==> src/dwf_regs.svh <==
`ifndef DWF_REGS_SVH
`define DWF_REGS_SVH

// Clock and link timing in nanoseconds.
`define DWF_SYS_CLK_NS       40
`define DWF_REF_PERIOD_NS    320
`define DWF_REF_DIV          (`DWF_REF_PERIOD_NS / `DWF_SYS_CLK_NS)

// Write driver turn-on window in reference clock periods.
`define DWF_TURN_ON_MIN      3
`define DWF_TURN_ON_MAX      7
`define DWF_TURN_ON_DEF      5

// Encoder delay limit in bit times and the width of a byte.
`define DWF_ENC_DELAY_MAX    8
`define DWF_BYTE_BITS        8

// Rotation layout defaults, in bit times and sectors.
`define DWF_BITS_PER_SECTOR  4096
`define DWF_SECTORS          32
`define DWF_PULSE_BITS       8

`endif

==> src/dwf_pkg.sv <==
package dwf_pkg;

  typedef enum logic [1:0] {
    DWF_IDLE       = 2'b00,
    DWF_TURN_ON    = 2'b01,
    DWF_WRITE      = 2'b10,
    DWF_SPLICE_OFF = 2'b11
  } dwf_drv_state_t;

endpackage : dwf_pkg

==> src/dwf_delay_mem.sv <==
`timescale 1ns/1ps
`default_nettype none

module dwf_delay_mem #(
  parameter int DEPTH = 8
) (
  // Clock and reset
  input  wire logic sys_clk_i,
  input  wire logic rst_n_i,
  // Write side
  input  wire logic wr_en_i,
  input  wire logic wr_bit_i,
  // Read side
  output logic      rd_bit_o
);

  localparam int AW = (DEPTH > 1) ? $clog2(DEPTH) : 1;

  logic [DEPTH-1:0] mem;
  logic [AW-1:0]    ptr;

  // The cell at the pointer holds the bit written DEPTH writes ago.
  always_ff @(posedge sys_clk_i) begin
    if (wr_en_i) begin
      mem[ptr] <= wr_bit_i;
    end
  end

  always_ff @(posedge sys_clk_i) begin
    if (!rst_n_i) begin
      ptr <= '0;
    end else if (wr_en_i) begin
      ptr <= (ptr == AW'(DEPTH - 1)) ? '0 : ptr + 1'b1;
    end
  end

  always_ff @(posedge sys_clk_i) begin
    if (!rst_n_i) begin
      rd_bit_o <= 1'b0;
    end else if (wr_en_i) begin
      rd_bit_o <= mem[ptr];
    end
  end

endmodule : dwf_delay_mem

`default_nettype wire

==> src/dwf_write_path.sv <==
`timescale 1ns/1ps
`default_nettype none
`include "dwf_regs.svh"

module dwf_write_path
  import dwf_pkg::*;
#(
  parameter int TURN_ON         = `DWF_TURN_ON_DEF,
  parameter int ENC_DELAY       = `DWF_ENC_DELAY_MAX,
  parameter int BITS_PER_SECTOR = `DWF_BITS_PER_SECTOR,
  parameter int SECTORS         = `DWF_SECTORS,
  parameter int PULSE_BITS      = `DWF_PULSE_BITS
) (
  // Clock and reset
  input  wire logic sys_clk_i,
  input  wire logic rst_n_i,
  // Controller pins
  input  wire logic write_gate_i,
  input  wire logic am_enable_i,
  input  wire logic write_clk_i,
  input  wire logic write_data_i,
  // Timing pins toward the controller
  output logic      ref_clk_o,
  output logic      index_o,
  output logic      sector_o,
  // Recording side
  output logic      drive_en_o,
  output logic      splice_o,
  output logic      rec_strobe_o,
  output logic      rec_data_o,
  output logic      am_req_o
);

  localparam int REF_DIV = `DWF_REF_DIV;
  localparam int DW      = 4;
  localparam int BW      = $clog2(BITS_PER_SECTOR + 1);
  localparam int SW      = $clog2(SECTORS + 1);

  generate
    if (TURN_ON < `DWF_TURN_ON_MIN || TURN_ON > `DWF_TURN_ON_MAX) begin : g_bad_turn_on
      $error("TURN_ON outside the allowed window");
    end
    if (ENC_DELAY < 1 || ENC_DELAY > `DWF_ENC_DELAY_MAX) begin : g_bad_delay
      $error("ENC_DELAY outside the allowed range");
    end
    if (PULSE_BITS < 1 || PULSE_BITS >= BITS_PER_SECTOR || SECTORS < 1) begin : g_bad_layout
      $error("Sector layout parameters are inconsistent");
    end
  endgenerate

  function automatic logic rose_edge(input logic prev, input logic cur);
    rose_edge = cur & ~prev;
  endfunction : rose_edge

  function automatic logic fell_edge(input logic prev, input logic cur);
    fell_edge = prev & ~cur;
  endfunction : fell_edge

  // Pin synchronisers; the third stage is only an edge reference.
  logic [1:0] wg_sync;
  logic [1:0] am_sync;
  logic [1:0] wc_sync;
  logic [1:0] wd_sync;
  logic       wg_q;
  logic       wc_q;

  always_ff @(posedge sys_clk_i) begin
    if (!rst_n_i) begin
      wg_sync <= 2'h0;
      am_sync <= 2'h0;
      wc_sync <= 2'h0;
      wd_sync <= 2'h0;
      wg_q    <= 1'b0;
      wc_q    <= 1'b0;
    end else begin
      wg_sync <= {wg_sync[0], write_gate_i};
      am_sync <= {am_sync[0], am_enable_i};
      wc_sync <= {wc_sync[0], write_clk_i};
      wd_sync <= {wd_sync[0], write_data_i};
      wg_q    <= wg_sync[1];
      wc_q    <= wc_sync[1];
    end
  end

  logic wg_s;
  logic wg_rise;
  logic wg_fall;
  logic wc_rise;

  assign wg_s    = wg_sync[1];
  assign wg_rise = rose_edge(wg_q, wg_s);
  assign wg_fall = fell_edge(wg_q, wg_s);
  assign wc_rise = rose_edge(wc_q, wc_sync[1]);

  // Reference clock divider; one tick per bit time.
  logic [DW-1:0] div_cnt;
  logic          ref_tick;

  assign ref_tick = (div_cnt == DW'(REF_DIV - 1));

  always_ff @(posedge sys_clk_i) begin
    if (!rst_n_i) begin
      div_cnt   <= '0;
      ref_clk_o <= 1'b0;
    end else begin
      div_cnt   <= ref_tick ? '0 : div_cnt + 1'b1;
      ref_clk_o <= (div_cnt < DW'(REF_DIV / 2));
    end
  end

  // Index and sector pulses follow a free-running rotation count.
  logic [BW-1:0] bit_cnt;
  logic [SW-1:0] sec_cnt;

  always_ff @(posedge sys_clk_i) begin
    if (!rst_n_i) begin
      bit_cnt <= '0;
      sec_cnt <= '0;
    end else if (ref_tick) begin
      if (bit_cnt == BW'(BITS_PER_SECTOR - 1)) begin
        bit_cnt <= '0;
        sec_cnt <= (sec_cnt == SW'(SECTORS - 1)) ? '0 : sec_cnt + 1'b1;
      end else begin
        bit_cnt <= bit_cnt + 1'b1;
      end
    end
  end

  always_ff @(posedge sys_clk_i) begin
    if (!rst_n_i) begin
      sector_o <= 1'b0;
      index_o  <= 1'b0;
    end else begin
      sector_o <= (bit_cnt < BW'(PULSE_BITS));
      index_o  <= (bit_cnt < BW'(PULSE_BITS)) && (sec_cnt == '0);
    end
  end

  // Write driver sequencing.
  dwf_drv_state_t state;
  dwf_drv_state_t next_state;
  logic [2:0]     on_cnt;

  always_comb begin
    next_state = state;
    unique case (state)
      DWF_IDLE: begin
        if (wg_rise) begin
          next_state = DWF_TURN_ON;
        end
      end
      DWF_TURN_ON: begin
        if (!wg_s) begin
          next_state = DWF_IDLE;
        end else if (ref_tick && on_cnt == 3'(TURN_ON - 1)) begin
          next_state = DWF_WRITE;
        end
      end
      DWF_WRITE: begin
        if (wg_fall) begin
          next_state = DWF_SPLICE_OFF;
        end
      end
      DWF_SPLICE_OFF: begin
        if (ref_tick) begin
          next_state = DWF_IDLE;
        end
      end
    endcase
  end

  always_ff @(posedge sys_clk_i) begin
    if (!rst_n_i) begin
      state <= DWF_IDLE;
    end else begin
      state <= next_state;
    end
  end

  always_ff @(posedge sys_clk_i) begin
    if (!rst_n_i) begin
      on_cnt <= 3'h0;
    end else if (state != DWF_TURN_ON) begin
      on_cnt <= 3'h0;
    end else if (ref_tick) begin
      on_cnt <= on_cnt + 1'b1;
    end
  end

  // The splice window never exceeds the turn-on time, which stays within a byte.
  always_ff @(posedge sys_clk_i) begin
    if (!rst_n_i) begin
      drive_en_o <= 1'b0;
      splice_o   <= 1'b0;
      am_req_o   <= 1'b0;
    end else begin
      drive_en_o <= (next_state == DWF_WRITE);
      splice_o   <= (next_state == DWF_TURN_ON) || (next_state == DWF_SPLICE_OFF);
      am_req_o   <= wg_s && am_sync[1];
    end
  end

  // Encoder delay line; data is sampled on write clock edges.
  logic mem_bit;
  logic stb_d;

  dwf_delay_mem #(
    .DEPTH    (ENC_DELAY)
  ) u_delay (
    .sys_clk_i (sys_clk_i),
    .rst_n_i   (rst_n_i),
    .wr_en_i   (wc_rise),
    .wr_bit_i  (wd_sync[1]),
    .rd_bit_o  (mem_bit)
  );

  always_ff @(posedge sys_clk_i) begin
    if (!rst_n_i) begin
      stb_d        <= 1'b0;
      rec_strobe_o <= 1'b0;
      rec_data_o   <= 1'b0;
    end else begin
      stb_d        <= wc_rise;
      rec_strobe_o <= stb_d && (state == DWF_WRITE);
      rec_data_o   <= mem_bit;
    end
  end

  // Helper logic for the checks below.
  localparam int TON_MAX_CYC = TURN_ON * REF_DIV + 2;
  localparam int TON_MIN_CYC = (`DWF_TURN_ON_MIN - 1) * REF_DIV;
  localparam int BYTE_CYC    = `DWF_BYTE_BITS * REF_DIV;
  localparam int SEC_CYC     = BITS_PER_SECTOR * REF_DIV;

  logic [15:0]        wg_age;
  logic [7:0]         splice_len;
  logic [31:0]        since_sec;
  logic               sec_seen;
  logic [ENC_DELAY:0] hist;
  logic [3:0]         fill;

  always_ff @(posedge sys_clk_i) begin
    if (!rst_n_i) begin
      wg_age     <= 16'h0000;
      splice_len <= 8'h00;
      since_sec  <= 32'h0000_0000;
      sec_seen   <= 1'b0;
      hist       <= '0;
      fill       <= 4'h0;
    end else begin
      wg_age     <= wg_rise ? 16'h0001 : (wg_age == 16'hFFFF ? wg_age : wg_age + 1'b1);
      splice_len <= splice_o ? (splice_len == 8'hFF ? splice_len : splice_len + 1'b1) : 8'h00;
      since_sec  <= (sector_o && !sec_seen) ? 32'h0000_0001 : since_sec + 1'b1;
      sec_seen   <= sector_o;
      if (wc_rise) begin
        hist <= {hist[ENC_DELAY-1:0], wd_sync[1]};
        fill <= (fill > 4'(ENC_DELAY)) ? fill : fill + 1'b1;
      end
    end
  end
endmodule : dwf_write_path

`default_nettype wire
==> config.mk <==
export PLATFORM = sky130hd
export DESIGN_NAME = dwf_write_path
export DESIGN_NICKNAME = d
export VERILOG_FILES = /design/src/dwf_pkg.sv /design/src/dwf_delay_mem.sv /design/src/dwf_write_path.sv
export VERILOG_INCLUDE_DIRS = /design/src
export SDC_FILE = /design/constraint.sdc
export NUM_CORES = 1
export LEC_CHECK = 0
export BUFFER_PORTS_ARGS = -buffer_cell sky130_fd_sc_hd__buf_2
export CORE_MARGIN = 3
export CORE_UTILIZATION = 50
export DETAILED_ROUTE_END_ITERATION = 7
export GPL_TIMING_DRIVEN = 0
export PLACE_DENSITY = 0.69
export SYNTH_ARGS = -nofsm -noshare
export SYNTH_HDL_FRONTEND = slang
export SYNTH_SLANG_ARGS = --single-unit
==> constraint.sdc <==
create_clock -name sys_clk_i -period 5.8 [get_ports sys_clk_i]
set_input_delay 0.58 -clock sys_clk_i [delete_from_list [all_inputs] [get_ports sys_clk_i]]
set_output_delay 0.58 -clock sys_clk_i [all_outputs]
set_load 0.1 [all_outputs]
Word level (Yosys, flattened, before mapping)
Index checks and enable logic that the tools add are counted. Widths: inputs -> output; s select.

$add $sub $neg: 5. Magnitude comparators: 4. Eq/ne operators: 12. Mux-type cells: 14. Bitwise logic cells: 7. Reductions and logical operators: 11.

Operator list (number): $add 13x1->13 const B (1); $eq 13x12->1 const B (1); $lt 13x4->1 const B (1); $mux 13 (1); $mux 2 (5); $bwmux 8 (1); $eq 2x2->1 const B (4); $pmux 2 s4 (1); $add 3x1->3 const B (2); $add 6x1->6 const B (1); $eq 3x3->1 const B (2); $eq 6x5->1 const B (1); $logic_not 6->1 (1); $mux 6 (1); $logic_and 1x1->1 (5); $add 4x1->4 const B (1); $eq 2x1->1 const B (2); $eq 4x3->1 const B (1); $lt 3x4->1 const B (1); $lt 4x3->1 const B (1); $not 1->1 (4); $reduce_or 2->1 (2); $and 1x1->1 (3); $bmux 1 s3 (1); other kinds (8) (9).

Bits in registers: 59. Input port bits: 6. Output and inout port bits: 8. Word-level logic and storage cells: 76.

Logic depth before layout (Yosys ltp)
Gate-level depths: netlist of the first run.

Depth in word-level cells: 7. Gate-level depth with buffers: 6. Depth with buffers taken out: 6.

Cells and area by module
A second synthesis of the first run with hierarchy kept.

Cells, all modules: 243. Area, all modules: 2391.0 sq um.

Modules (own cells, without submodules): dwf_write_path (instances 1, cells an instance 198, area each 1835.5 sq um, seq. area each 920.9 sq um); dwf_delay_mem (instances 1, cells an instance 45, area each 555.5 sq um, seq. area each 320.3 sq um).

Worst setup path after synthesis of the first run
OpenSTA, ideal clock, no wires.

Path kind: flip-flop to flip-flop. From: register div_cnt[0]. To: register sec_cnt[4]. Setup time: 0.071 ns. Data arrival time: 1.862 ns. Required time: 5.729 ns. Slack: 3.867 ns. Cell stages (with the launch flop): 7. Buffers on the path: 1. Period minus slack after synthesis: 1.933 ns. Path through: dfxtp_1 > ha_1 > nand3b_4 > or4_1 > clkbuf_2 > or3_1 > a21oi_1.

Longest elaborated chain between the ends: 2.

RTL lines: start: declaration (line dwf_write_path.sv:96) `logic [DW-1:0] div_cnt;`; start signal: assignment (line dwf_write_path.sv:106) `div_cnt <= ref_tick ? '0 : div_cnt + 1'b1;`; $eq 4x3->1 (line dwf_write_path.sv:99) `assign ref_tick = (div_cnt == DW'(REF_DIV - 1));`; $reduce_and 2->1 (no line); end signal: assignment (line dwf_write_path.sv:122) `sec_cnt <= (sec_cnt == SW'(SECTORS - 1)) ? '0 : sec_cnt + 1'b1;`; end: declaration (line dwf_write_path.sv:113) `logic [SW-1:0] sec_cnt;`.

No other way between the ends. A chain may end at the register's enable or synchronous reset.

Worst setup path after layout of the first run
Ends and elaborated chain as after synthesis.

==> impl_metrics.yaml, run 1 <==
power:
  internal-power_w: 0.0006973
  combPwrFrac_pct: 4.4
  p_per_area_nw_per_um2: 321.1
  p_sw_w: 0.0001877
  p_sw_share_pct: 21.21
  p_leak_nw: 1.044
  vdd.ir_drop.worst_v: 0.0002126
  seq_power_share_pct: 48.1
  p_clk_share_pct: 47.6
clocking:
  ctsHoldBuffers: 0
  cts_setup_buffers: 0
  cts_resized: 0
  numClockSinks: 59
  clkTransAtPathRegs_ps: 70
  htreeDepth: 3
  ctsRootBufferMaster: "clkbuf_8"
  clk_latency_ps: 320
  cts_tree: "yes"
  cts_buffer_depth: 2
  cts_made_buffers: 9
route:
  drtPass1Iterations: 4
  avgViaCountPerCell: 5.402
  antenna_left: 0
  first_iter_violations: 115
  drc: 0
  vias: 1761
  wirelength_um: 4197
  avgRoutedWirePerCell_um: 12.87
sta:
  relSlewSlack_pct: 61.85
  fin_crit_ps: 2107
  setup-tns-final_ps: 0
  finalWorstSetupSlack_ps: 3693
  fin_crit_sh_pct: 36.32
  hold_viol_final: 0
  setup_violations: 0
  worst_slew_pin_slew_ps: 567.0
  clock_skew_ps: 5.828
  clock.fmax_ghz: 0.4747
  holdWs_ps: 434.5
  slew_viol_final: 0
  rsz0062_at_grt: "no"
critical_path:
  reg2reg_slack_ps: 3690
  worstReg2RegStart: "div_cnt[0]$_SDFF_PP0_"
  rr_endpoint: "sec_cnt[4]$_SDFFE_PN0P_"
  reg2regPathDepth: 6
  worstSetupPathType: "reg2reg"
  cp_data_arrival_time_ps: 2360
  cp_data_required_time_ps: 6050
  worst_setup_path_start_kind: "register"
  worstPathMaxFanout: 10
  worst_setup_path_end_kind: "register"
logic_synthesis:
  synth_cell_types: 41
  ys_ff_latch: 59
  avgSynthCellArea_um2: 9.790
  synth_common_cells: "dfxtp_1 (51), nor2_1 (27), nand2_1 (22), and2_1 (14)"
  syn_area_um2: 2399
  synth_async_sr_flop_share_pct: 0
  synth_warnings: 0
  yosysTopAreaCell: "dfxtp_1"
  synth_top_flop_cell: "dfxtp_1"
  yosysMostFrequentCell: "dfxtp_1"
  netlist_top_cells_area: "dfxtp_1 (43%), edfxtp_1 (10%), nor2_1 (4.2%)"
  synth_edf_count: 8
  yosys.area.top_type_share_pct: 42.57
  netlist_instances: 245
  ys_seq_area_share_pct: 52.58
  synth.net_count: 259
grt:
  grt_use_total_pct: 17.44
  grt_max_degree: 11
  antenna_found_initial: 0
  grt_pass1_vias: 1669
  busiest_layer: "met2"
  gr-total-overflow: 0
  grtUsageMet3_pct: 4.272
  grt_util_met2_pct: 24.95
  use_met1_pct: 24.20
  grt_first_pass_wirelength_um: 7438
floorplanning:
  dieHeight_um: 75.26
  design.die.area_um2: 5664
  core_area_um2: 4504
  die_w_um: 75.26
  rows: 24
  io_pins: 14
  start_util_pct: 53.25
layout:
  stdcell_count: 326
  register_area_um2: 1261
  multi_input_area_um2: 1071
  finalNetCount: 283
  drive_gt1_share_pct: 13.14
  postLayoutCellArea_um2: 2756
  fill_cells: 383
  antenna_cells: 0
  syn2layout_area_growth_pct: 14.92
hold_path:
  hold_end: "wg_sync[1]$_SDFF_PN0_"
  holdCritStartpoint: "wg_sync[0]$_SDFF_PN0_"
  hp-class: "reg2reg"
  hold_depth: 1
placement:
  placed_cells: 310
  place_congestion: 0.8174
  io_buffers: 13
  placed_area_um2: 2529
  dp_hpwl_um: 2944
  post-place-ws_ps: 3710
run:
  max_cap_viol_count: 0
status:
  outcome: "finished clean"
[cell usage in the layout, fill, tap and decap left out, types with 6 or more instances in the layout]
cell / instances
nand2_1: 22
xnor2_1: 10
dfxtp_1: 51
edfxtp_1: 8
ha_1: 8
buf_2: 14
nor2_1: 27
inv_1: 6
nor3_1: 12
clkbuf_8: 11
clkbuf_1: 9
nand3_1: 8
and2_1: 14
a21oi_1: 12
nor4_1: 9
[through the flow]
step	util, %	total power [W]
3_3_place_gp	56.14	0.0004727
3_5_place_dp	56.14	0.0004736
2_1_floorplan	-	0.0004638
5_1_grt	61.19	0.0009153
4_1_cts	61.19	0.0008934
6_report	61.19	0.0008850
[state kept, by name, indices dropped and copies added (netlist names), 2 cells and up]
| signal | count |
|---|---|
| am_sync | 2 |
| u_delay.ptr | 3 |
| state | 2 |
| wc_sync | 2 |
| u_delay.mem | 8 |
| on_cnt | 3 |
| wg_sync | 2 |
| wd_sync | 2 |
| bit_cnt | 13 |
| sec_cnt | 6 |
| div_cnt | 4 |
[per-layer routing]
layer | vias up | share of wire (%)
met5 | - | 0
met1 | 817 | 50
li1 | 908 | -
met4 | 0 | 1.4
met2 | 30 | 45
met3 | 6 | 3.2
[how the worst max path moves through the flow]
| stage | startpoint | to | slack [ps] |
|---|---|---|---|
| after detailed placement | div_cnt[0]$_SDFF_PP0_ | sec_cnt[4]$_SDFFE_PN0P_ | 3710 |
| after floorplan | div_cnt[0]$_SDFF_PP0_ | sec_cnt[4]$_SDFFE_PN0P_ | 3870 |
| after global placement | div_cnt[0]$_SDFF_PP0_ | sec_cnt[4]$_SDFFE_PN0P_ | 3720 |
| final | div_cnt[0]$_SDFF_PP0_ | sec_cnt[4]$_SDFFE_PN0P_ | 3690 |
| after global routing | div_cnt[0]$_SDFF_PP0_ | sec_cnt[4]$_SDFFE_PN0P_ | 3500 |
| after CTS | div_cnt[0]$_SDFF_PP0_ | sec_cnt[4]$_SDFFE_PN0P_ | 3680 |
[worst max-delay path, cell delays in order, from the launching register on]
cell      delay [ps]
dfxtp_1          360
ha_1             330
nand3b_4         170
or4_1            530
clkbuf_2         160
or3_1            350
a21oi_1          130
[power by group through the flow]
stage,clock (W),combinational [W],sequential [W]
floorplan,0,0.0000172,0.000447
global placement,0,0.0000385,0.000434
detailed placement,0,0.0000391,0.000434
CTS,0.000429,0.0000393,0.000425
global route,0.000446,0.0000429,0.000426
finish,0.000421,0.0000388,0.000425
[final cells by class]
class	instances	area share, %
multi-input cells	169	38.86
clock inverters	4	2.633
well taps	52	2.360
plain buffers	10	1.453
flip-flops and latches	59	45.76
clock buffers	12	5.629
inverters	7	0.9532
repair buffers	13	2.360
[cell families after synthesis]
logic type                 share of synthesized area (%)
AOI/OAI and AO/OA                                  5.426
xor gates and xnor gates                           4.747
and+or+nand+nor                                    27.18
muxes                                              3.130
adders and majority gates                          4.173
DFF                                                52.58
buffers and inverters                              2.764
No activity file was read; power rests on OpenSTA's default activity.
==> inputs of run 2 (changes only) <==
ABC_AREA = 1   (was not set)
PLACE_DENSITY = 0.72   (was 0.69)
clock period = 1.9 ns   (was 5.8 ns; I/O delays follow)
==> run 2 against run 1 <==
  * Worst hold slack worse by 410 ps
  * Sequential share of layout area down 3.2 points
  * Critical path depth up 1
  * Die area up 8.2%
  * Power rose to 3.0 times the previous value
  * Final area up 7.6%
  * Area after synthesis up 8.9%
  * Global-route usage up 0.84 points
  * Critical endpoint is now bit_cnt[9]$_SDFFE_PN0P_
  * Largest power group unchanged
==> impl_metrics.yaml, run 2 <==
status:
  outcome: "finished clean"
critical_path:
  worst_setup_path_end_kind: "register"
  reg2regPathDepth: 7
  worstSetupPathType: "reg2reg"
  cp_data_arrival_time_ps: 1720
  worstPathMaxFanout: 10
  reg2reg_slack_ps: 410
  cp_data_required_time_ps: 2130
  worst_setup_path_start_kind: "register"
  rr_endpoint: "bit_cnt[9]$_SDFFE_PN0P_"
  worstReg2RegStart: "div_cnt[0]$_SDFF_PP0_"
logic_synthesis:
  synthSimpleGateAreaFrac_pct: 29.17
  synth.net_count: 346
  synth_warnings: 0
  ys_seq_area_share_pct: 48.28
  synth_compound_area_share_pct: 7.232
  synth_cell_types: 39
  yosysTopAreaCell: "dfxtp_1"
  synth_common_cells: "nand2_1 (62), nor2_1 (54), inv_1 (53), dfxtp_1 (51), nand3_1 (17)"
  netlist_top_cells_area: "dfxtp_1 (39%), edfxtp_1 (9.2%), nand2_1 (8.9%)"
  synth_top_family_by_area: "simple AND/OR/NAND/NOR gates"
  synth_edf_count: 8
  synth_mux_area_share_pct: 0
  synthAdderAreaFrac_pct: 3.831
  yosys.area.top_type_share_pct: 39.08
  avgSynthCellArea_um2: 7.869
  ys_ff_latch: 59
  synth_top_flop_cell: "dfxtp_1"
  netlist_instances: 332
  syn_area_um2: 2613
  yosysMostFrequentCell: "nand2_1"
  synth-xor-area-share_pct: 2.011
  synth_async_sr_flop_share_pct: 0
route:
  wirelength_um: 4810
  vias: 2087
  avgRoutedWirePerCell_um: 11.26
  avgViaCountPerCell: 4.888
  drtPass1Iterations: 5
  antenna_left: 0
  drc: 0
  first_iter_violations: 117
placement:
  dp_hpwl_um: 3435
  post-place-ws_ps: 421.6
  io_buffers: 12
  place_congestion: 0.8603
layout:
  fill_cells: 441
  drive_gt1_share_pct: 13.89
  register_area_um2: 1261
  multi_input_area_um2: 1104
  final_common_cell: "nand2_1"
  largest_reg_flops: 13
  reg_top3: "bit_cnt x13, u_delay.mem x8, sec_cnt x6"
  finalNetCount: 369
  syn2layout_area_growth_pct: 13.51
  antenna_cells: 0
  final_cell_mix: "nand2_1 (62), nor2_1 (54), inv_1 (53)"
  regMostFlops: "bit_cnt"
power:
  p_per_area_nw_per_um2: 896.8
  p_sw_share_pct: 22.68
  internal-power_w: 0.002056
  p_clk_share_pct: 46.1
  p_leak_nw: 1.301
  combPwrFrac_pct: 4.8
  seq_power_share_pct: 49.1
  vdd.ir_drop.worst_v: 0.0008196
  p_sw_w: 0.0006030
hold_path:
  hp-class: "in2reg"
  hold_depth: 3
  hold_end: "am_sync[0]$_SDFF_PN0_"
  holdCritStartpoint: "am_enable_i"
clocking:
  cts_resized: 0
  clkTransAtPathRegs_ps: 70
  htreeDepth: 3
  cts_setup_buffers: 0
  numClockSinks: 59
  cts_buffer_depth: 2
  clk_latency_ps: 340
  ctsHoldBuffers: 0
  cts_tree: "yes"
  ctsRootBufferMaster: "clkbuf_8"
  cts_made_buffers: 9
grt:
  gr-total-overflow: 0
  grt_first_pass_wirelength_um: 8673
  grt_max_degree: 11
  antenna_found_initial: 0
  grt_use_total_pct: 18.28
  grt_pass1_vias: 2024
floorplanning:
  rows: 25
  dieHeight_um: 78.29
  io_pins: 14
  design.die.area_um2: 6129
  die_w_um: 78.29
  core_area_um2: 4880
  start_util_pct: 53.54
sta:
  hold_viol_final: 0
  clock.fmax_ghz: 0.6694
  clock_skew_ps: 7.115
  rsz0062_at_grt: "no"
  relSlewSlack_pct: 61.31
  finalWorstSetupSlack_ps: 406.1
  setup-tns-final_ps: 0
  slew_viol_final: 0
  fin_crit_sh_pct: 78.62
  worst_slew_pin_slew_ps: 580.3
  setup_violations: 0
  fin_crit_ps: 1494
run:
  max_cap_viol_count: 0
## run 2: kinds of logic (layout without fill, tap and decap cells)
kind of cell / count (synthesis) / count (layout)
buffers and inverters: 62 / 90
AO/OA/AOI/OAI: 32 / 32
flip-flops: 59 / 59
XOR/XNOR: 6 / 6
adder cells (fa/ha/maj): 8 / 8
AND/OR/NAND/NOR: 165 / 165
## run 2: power groups by stage
stage          sequential [W]  clock (W)  combinational, W
2_1_floorplan         0.00137          0         0.0000596
3_3_place_gp          0.00133          0          0.000124
3_5_place_dp          0.00133          0          0.000128
4_1_cts               0.00131    0.00125          0.000128
5_1_grt               0.00131    0.00130          0.000143
6_report              0.00131    0.00123          0.000126
## run 2: critical path, cell delays in order, from the launching register on
cell	delay (ps)
dfxtp_1	360
ha_1	250
nand3_4	150
buf_6	170
nor2_1	90
nand4_1	120
nor3_1	160
nor2_1	70
## run 2: cell type report
class	instances	share of cell area, %
timing repair buffer	12	2.025
clock inverter	5	2.616
inverter	57	7.384
multi-input combinational	211	37.22
sequential	59	42.53
clock buffer	11	4.430
buffer	5	0.9705
tap	67	2.827
## run 2: metrics by stage
step / area (um2) / cells / hold WS, ps / utilization (%) / total power [W]
CTS: 2965 / 427 / 17.23 / 60.77 / 0.002681
floorplan: 2613 / 332 / 287.6 / - / 0.001431
global placement: 2756 / 411 / 371.6 / 56.49 / 0.001457
global route: 2965 / 427 / 36.49 / 60.77 / 0.002756
detailed placement: 2756 / 411 / 375.0 / 56.49 / 0.001462
finish: 2965 / 427 / 28.42 / 60.77 / 0.002659
## run 2: metal layers
| metal | up-vias | part of all wire (%) | global-route usage, % |
|---|---|---|---|
| li1 | 1098 | - | - |
| met1 | 947 | 47 | 21.31 |
| met2 | 32 | 47 | 30.14 |
| met3 | 10 | 3.6 | 5.275 |
| met4 | 0 | 2.6 | 10.14 |
| met5 | - | 0 | 0 |
## run 2: how the worst max path moves through the flow
| stage | startpoint | to | slack (ps) | cells after the start |
|---|---|---|---|---|
| after floorplan | div_cnt[0]$_SDFF_PP0_ | bit_cnt[9]$_SDFFE_PN0P_ | 600 | 7 |
| after global placement | div_cnt[0]$_SDFF_PP0_ | bit_cnt[9]$_SDFFE_PN0P_ | 460 | 7 |
| after detailed placement | div_cnt[0]$_SDFF_PP0_ | bit_cnt[9]$_SDFFE_PN0P_ | 420 | 7 |
| after CTS | div_cnt[0]$_SDFF_PP0_ | bit_cnt[9]$_SDFFE_PN0P_ | 410 | 7 |
| after global routing | div_cnt[0]$_SDFF_PP0_ | bit_cnt[11]$_SDFFE_PN0P_ | 250 | 8 |
| final | div_cnt[0]$_SDFF_PP0_ | bit_cnt[9]$_SDFFE_PN0P_ | 410 | 7 |
==> inputs of run 3 (changes only) <==
ABC_AREA = 0   (was 1)
clock period = 1.3 ns   (was 1.9 ns; I/O delays follow)
==> run 3 against run 2 <==
  * The flow now finishes with violations (negative setup slack)
  * Critical endpoint is now sec_cnt[2]$_SDFFE_PN0P_
  * Critical path type unchanged
  * Largest cell class unchanged
  * Cell count fell by 19%
  * Die area fell by 7.6%
  * Clock skew rose by 0.80 ps
  * Power rose by 48%
  * Register-to-register slack got worse by 870 ps
  * Final area rose by 7.0%
  * Largest power group unchanged
==> impl_metrics.yaml, run 3 (same netlist as run 1, synthesis figures left out) <==
status:
  outcome: "finished, violations left"
  violations: "negative setup slack"
placement:
  io_buffers: 13
  placed_area_um2: 2582
  place_congestion: 0.7917
  placed_cells: 310
  dp_hpwl_um: 2827
clocking:
  cts_tree: "yes"
  cts_buffer_depth: 2
  ctsRootBufferMaster: "clkbuf_8"
  numClockSinks: 59
  clkTransAtPathRegs_ps: 60
  cts_made_buffers: 9
  htreeDepth: 3
  clk_latency_ps: 340
layout:
  largest_reg_flops: 13
  postLayoutCellArea_um2: 3172
  reg_top3: "bit_cnt x13, u_delay.mem x8, sec_cnt x6"
  regMostFlops: "bit_cnt"
  final_cell_mix: "dfxtp_1 (38), nor2_1 (26), nand2_1 (18)"
  drive_gt1_share_pct: 32.31
  syn2layout_area_growth_pct: 32.24
  stdcell_count: 346
  antenna_cells: 0
  final_common_cell: "dfxtp_1"
  finalNetCount: 303
floorplanning:
  die_w_um: 75.26
  core_area_um2: 4504
  io_pins: 14
  start_util_pct: 53.25
  design.die.area_um2: 5664
  dieHeight_um: 75.26
  rows: 24
critical_path:
  worst_setup_path_end_kind: "register"
  crit_slowest_cell: "or4_4"
  worst_setup_path_start_kind: "register"
  worstSetupPathType: "reg2reg"
  worstPathMaxFanout: 7
  cp_data_required_time_ps: 1570
  path_cells: "nand4_1 -> or4_4 -> or3_4 -> a21oi_2"
  crit_path_max_incr_delay_ps: 570
  cp_data_arrival_time_ps: 2030
sta:
  finalWorstSetupSlack_ps: -464.1
  fin_crit_ps: 1764
  worst_slew_pin_slew_ps: 595.9
  slew_viol_final: 0
  setup_violations: 27
  rsz0062_at_grt: "yes"
  relSlewSlack_pct: 60.27
  hold_viol_final: 0
  clock.fmax_ghz: 0.5669
  clock_skew_ps: 7.911
  fin_crit_sh_pct: 135.7
hold_path:
  hp-class: "in2reg"
route:
  antenna_left: 0
  top_layer: "met4"
  wirelength_um: 5305
  avgViaCountPerCell: 5.483
  wl_met3_um: 178
  wl_met1_um: 2400
  drtPass1Iterations: 4
  first_iter_violations: 86
  dr_wl_met2_um: 2573
  avgRoutedWirePerCell_um: 15.33
  vias: 1897
  drc: 0
grt:
  grt_use_total_pct: 19.23
  grt_pass1_vias: 1737
  grt_first_pass_wirelength_um: 7969
  gr-total-overflow: 0
  grt_max_degree: 12
  antenna_found_initial: 0
power:
  p_per_area_nw_per_um2: 1242
  p_leak_nw: 1.232
  vdd.ir_drop.worst_v: 0.0008342
run:
  max_cap_viol_count: 0
-- run 3: changes by cell type in the layout (fill, tap and decap cells not counted), sizes merged, moves of 5 or more --
cell and delta:
buf +17, nand3 -12, nor4 +8, nand2 -43
and2 +12, nand4 -5, inv -50, xnor2 +8
o21ai -8, nor2 -30
-- run 3: metrics by stage --
stage / power (W) / worst slack (ps) / TNS (ps) / hold slack [ps] / utilization [%]
detailed placement: 0.002121 / -624.1 / -9185 / 339.4 / 57.33
CTS: 0.003958 / -495.2 / -7795 / 154.9 / 68.44
finish: 0.003939 / -464.1 / -8153 / 168.4 / 70.42
floorplan: 0.002077 / -407.2 / -5258 / 257.3 / -
global route: 0.004042 / -509.3 / -9894 / 184.8 / 70.42
global placement: 0.002118 / -561.1 / -8609 / 334.8 / 57.33
-- run 3: worst paths after layout --
| path | startpoint | slack (ps) | end | cells past startpoint |
|---|---|---|---|---|
| max | bit_cnt[10]$_SDFFE_PN0P_ | -460 | sec_cnt[2]$_SDFFE_PN0P_ | 4 |
| min | rst_n_i | 170 | bit_cnt[4]$_SDFFE_PN0P_ | 3 |
| min reg2reg | wc_sync[0]$_SDFF_PN0_ | 430 | wc_sync[1]$_SDFF_PN0_ | 1 |
| max reg2reg | bit_cnt[10]$_SDFFE_PN0P_ | -460 | sec_cnt[2]$_SDFFE_PN0P_ | 4 |
-- run 3: final cells by class --
class	count	area, um2
fillers	306	1333
flip-flops and latches	59	1290
multi-input cells	170	1269
repair buffers	34	259.0
clock buffers	11	141.4
clock inverters	5	77.57
well taps	52	65.06
plain buffers	8	43.79
inverters	7	26.28
-- run 3: worst max-delay path: cells and delay by family (launching register included) --
kind               cells  cell delay [ps]
and+or+nand+nor        3             1160
DFF                    1              420
AOI/OAI and AO/OA      1              110
-- run 3: layer usage --
metal / up-vias / track usage (%)
met4: 0 / 11.26
met3: 15 / 4.406
li1: 950 / -
met1: 895 / 24.23
met5: - / 0
met2: 37 / 30.17
-- run 3: what timing repair did --
item,4_1_cts,5_1_grt
cloned,0,1
pin swaps,13,7
endpoints found under the setup margin,25,35
resized for setup,33,23
hold buffers,4,0
setup buffers,13,4
endpoints found under the hold margin,4,0
-- run 3: power by group --
group / internal (W) / total [W] / switching (W)
clock network: 0.00112 / 0.00184 / 0.000716
logic: 0.0000695 / 0.000207 / 0.000137
registers: 0.00187 / 0.00189 / 0.0000192
total: 0.00307 / 0.00394 / 0.000872
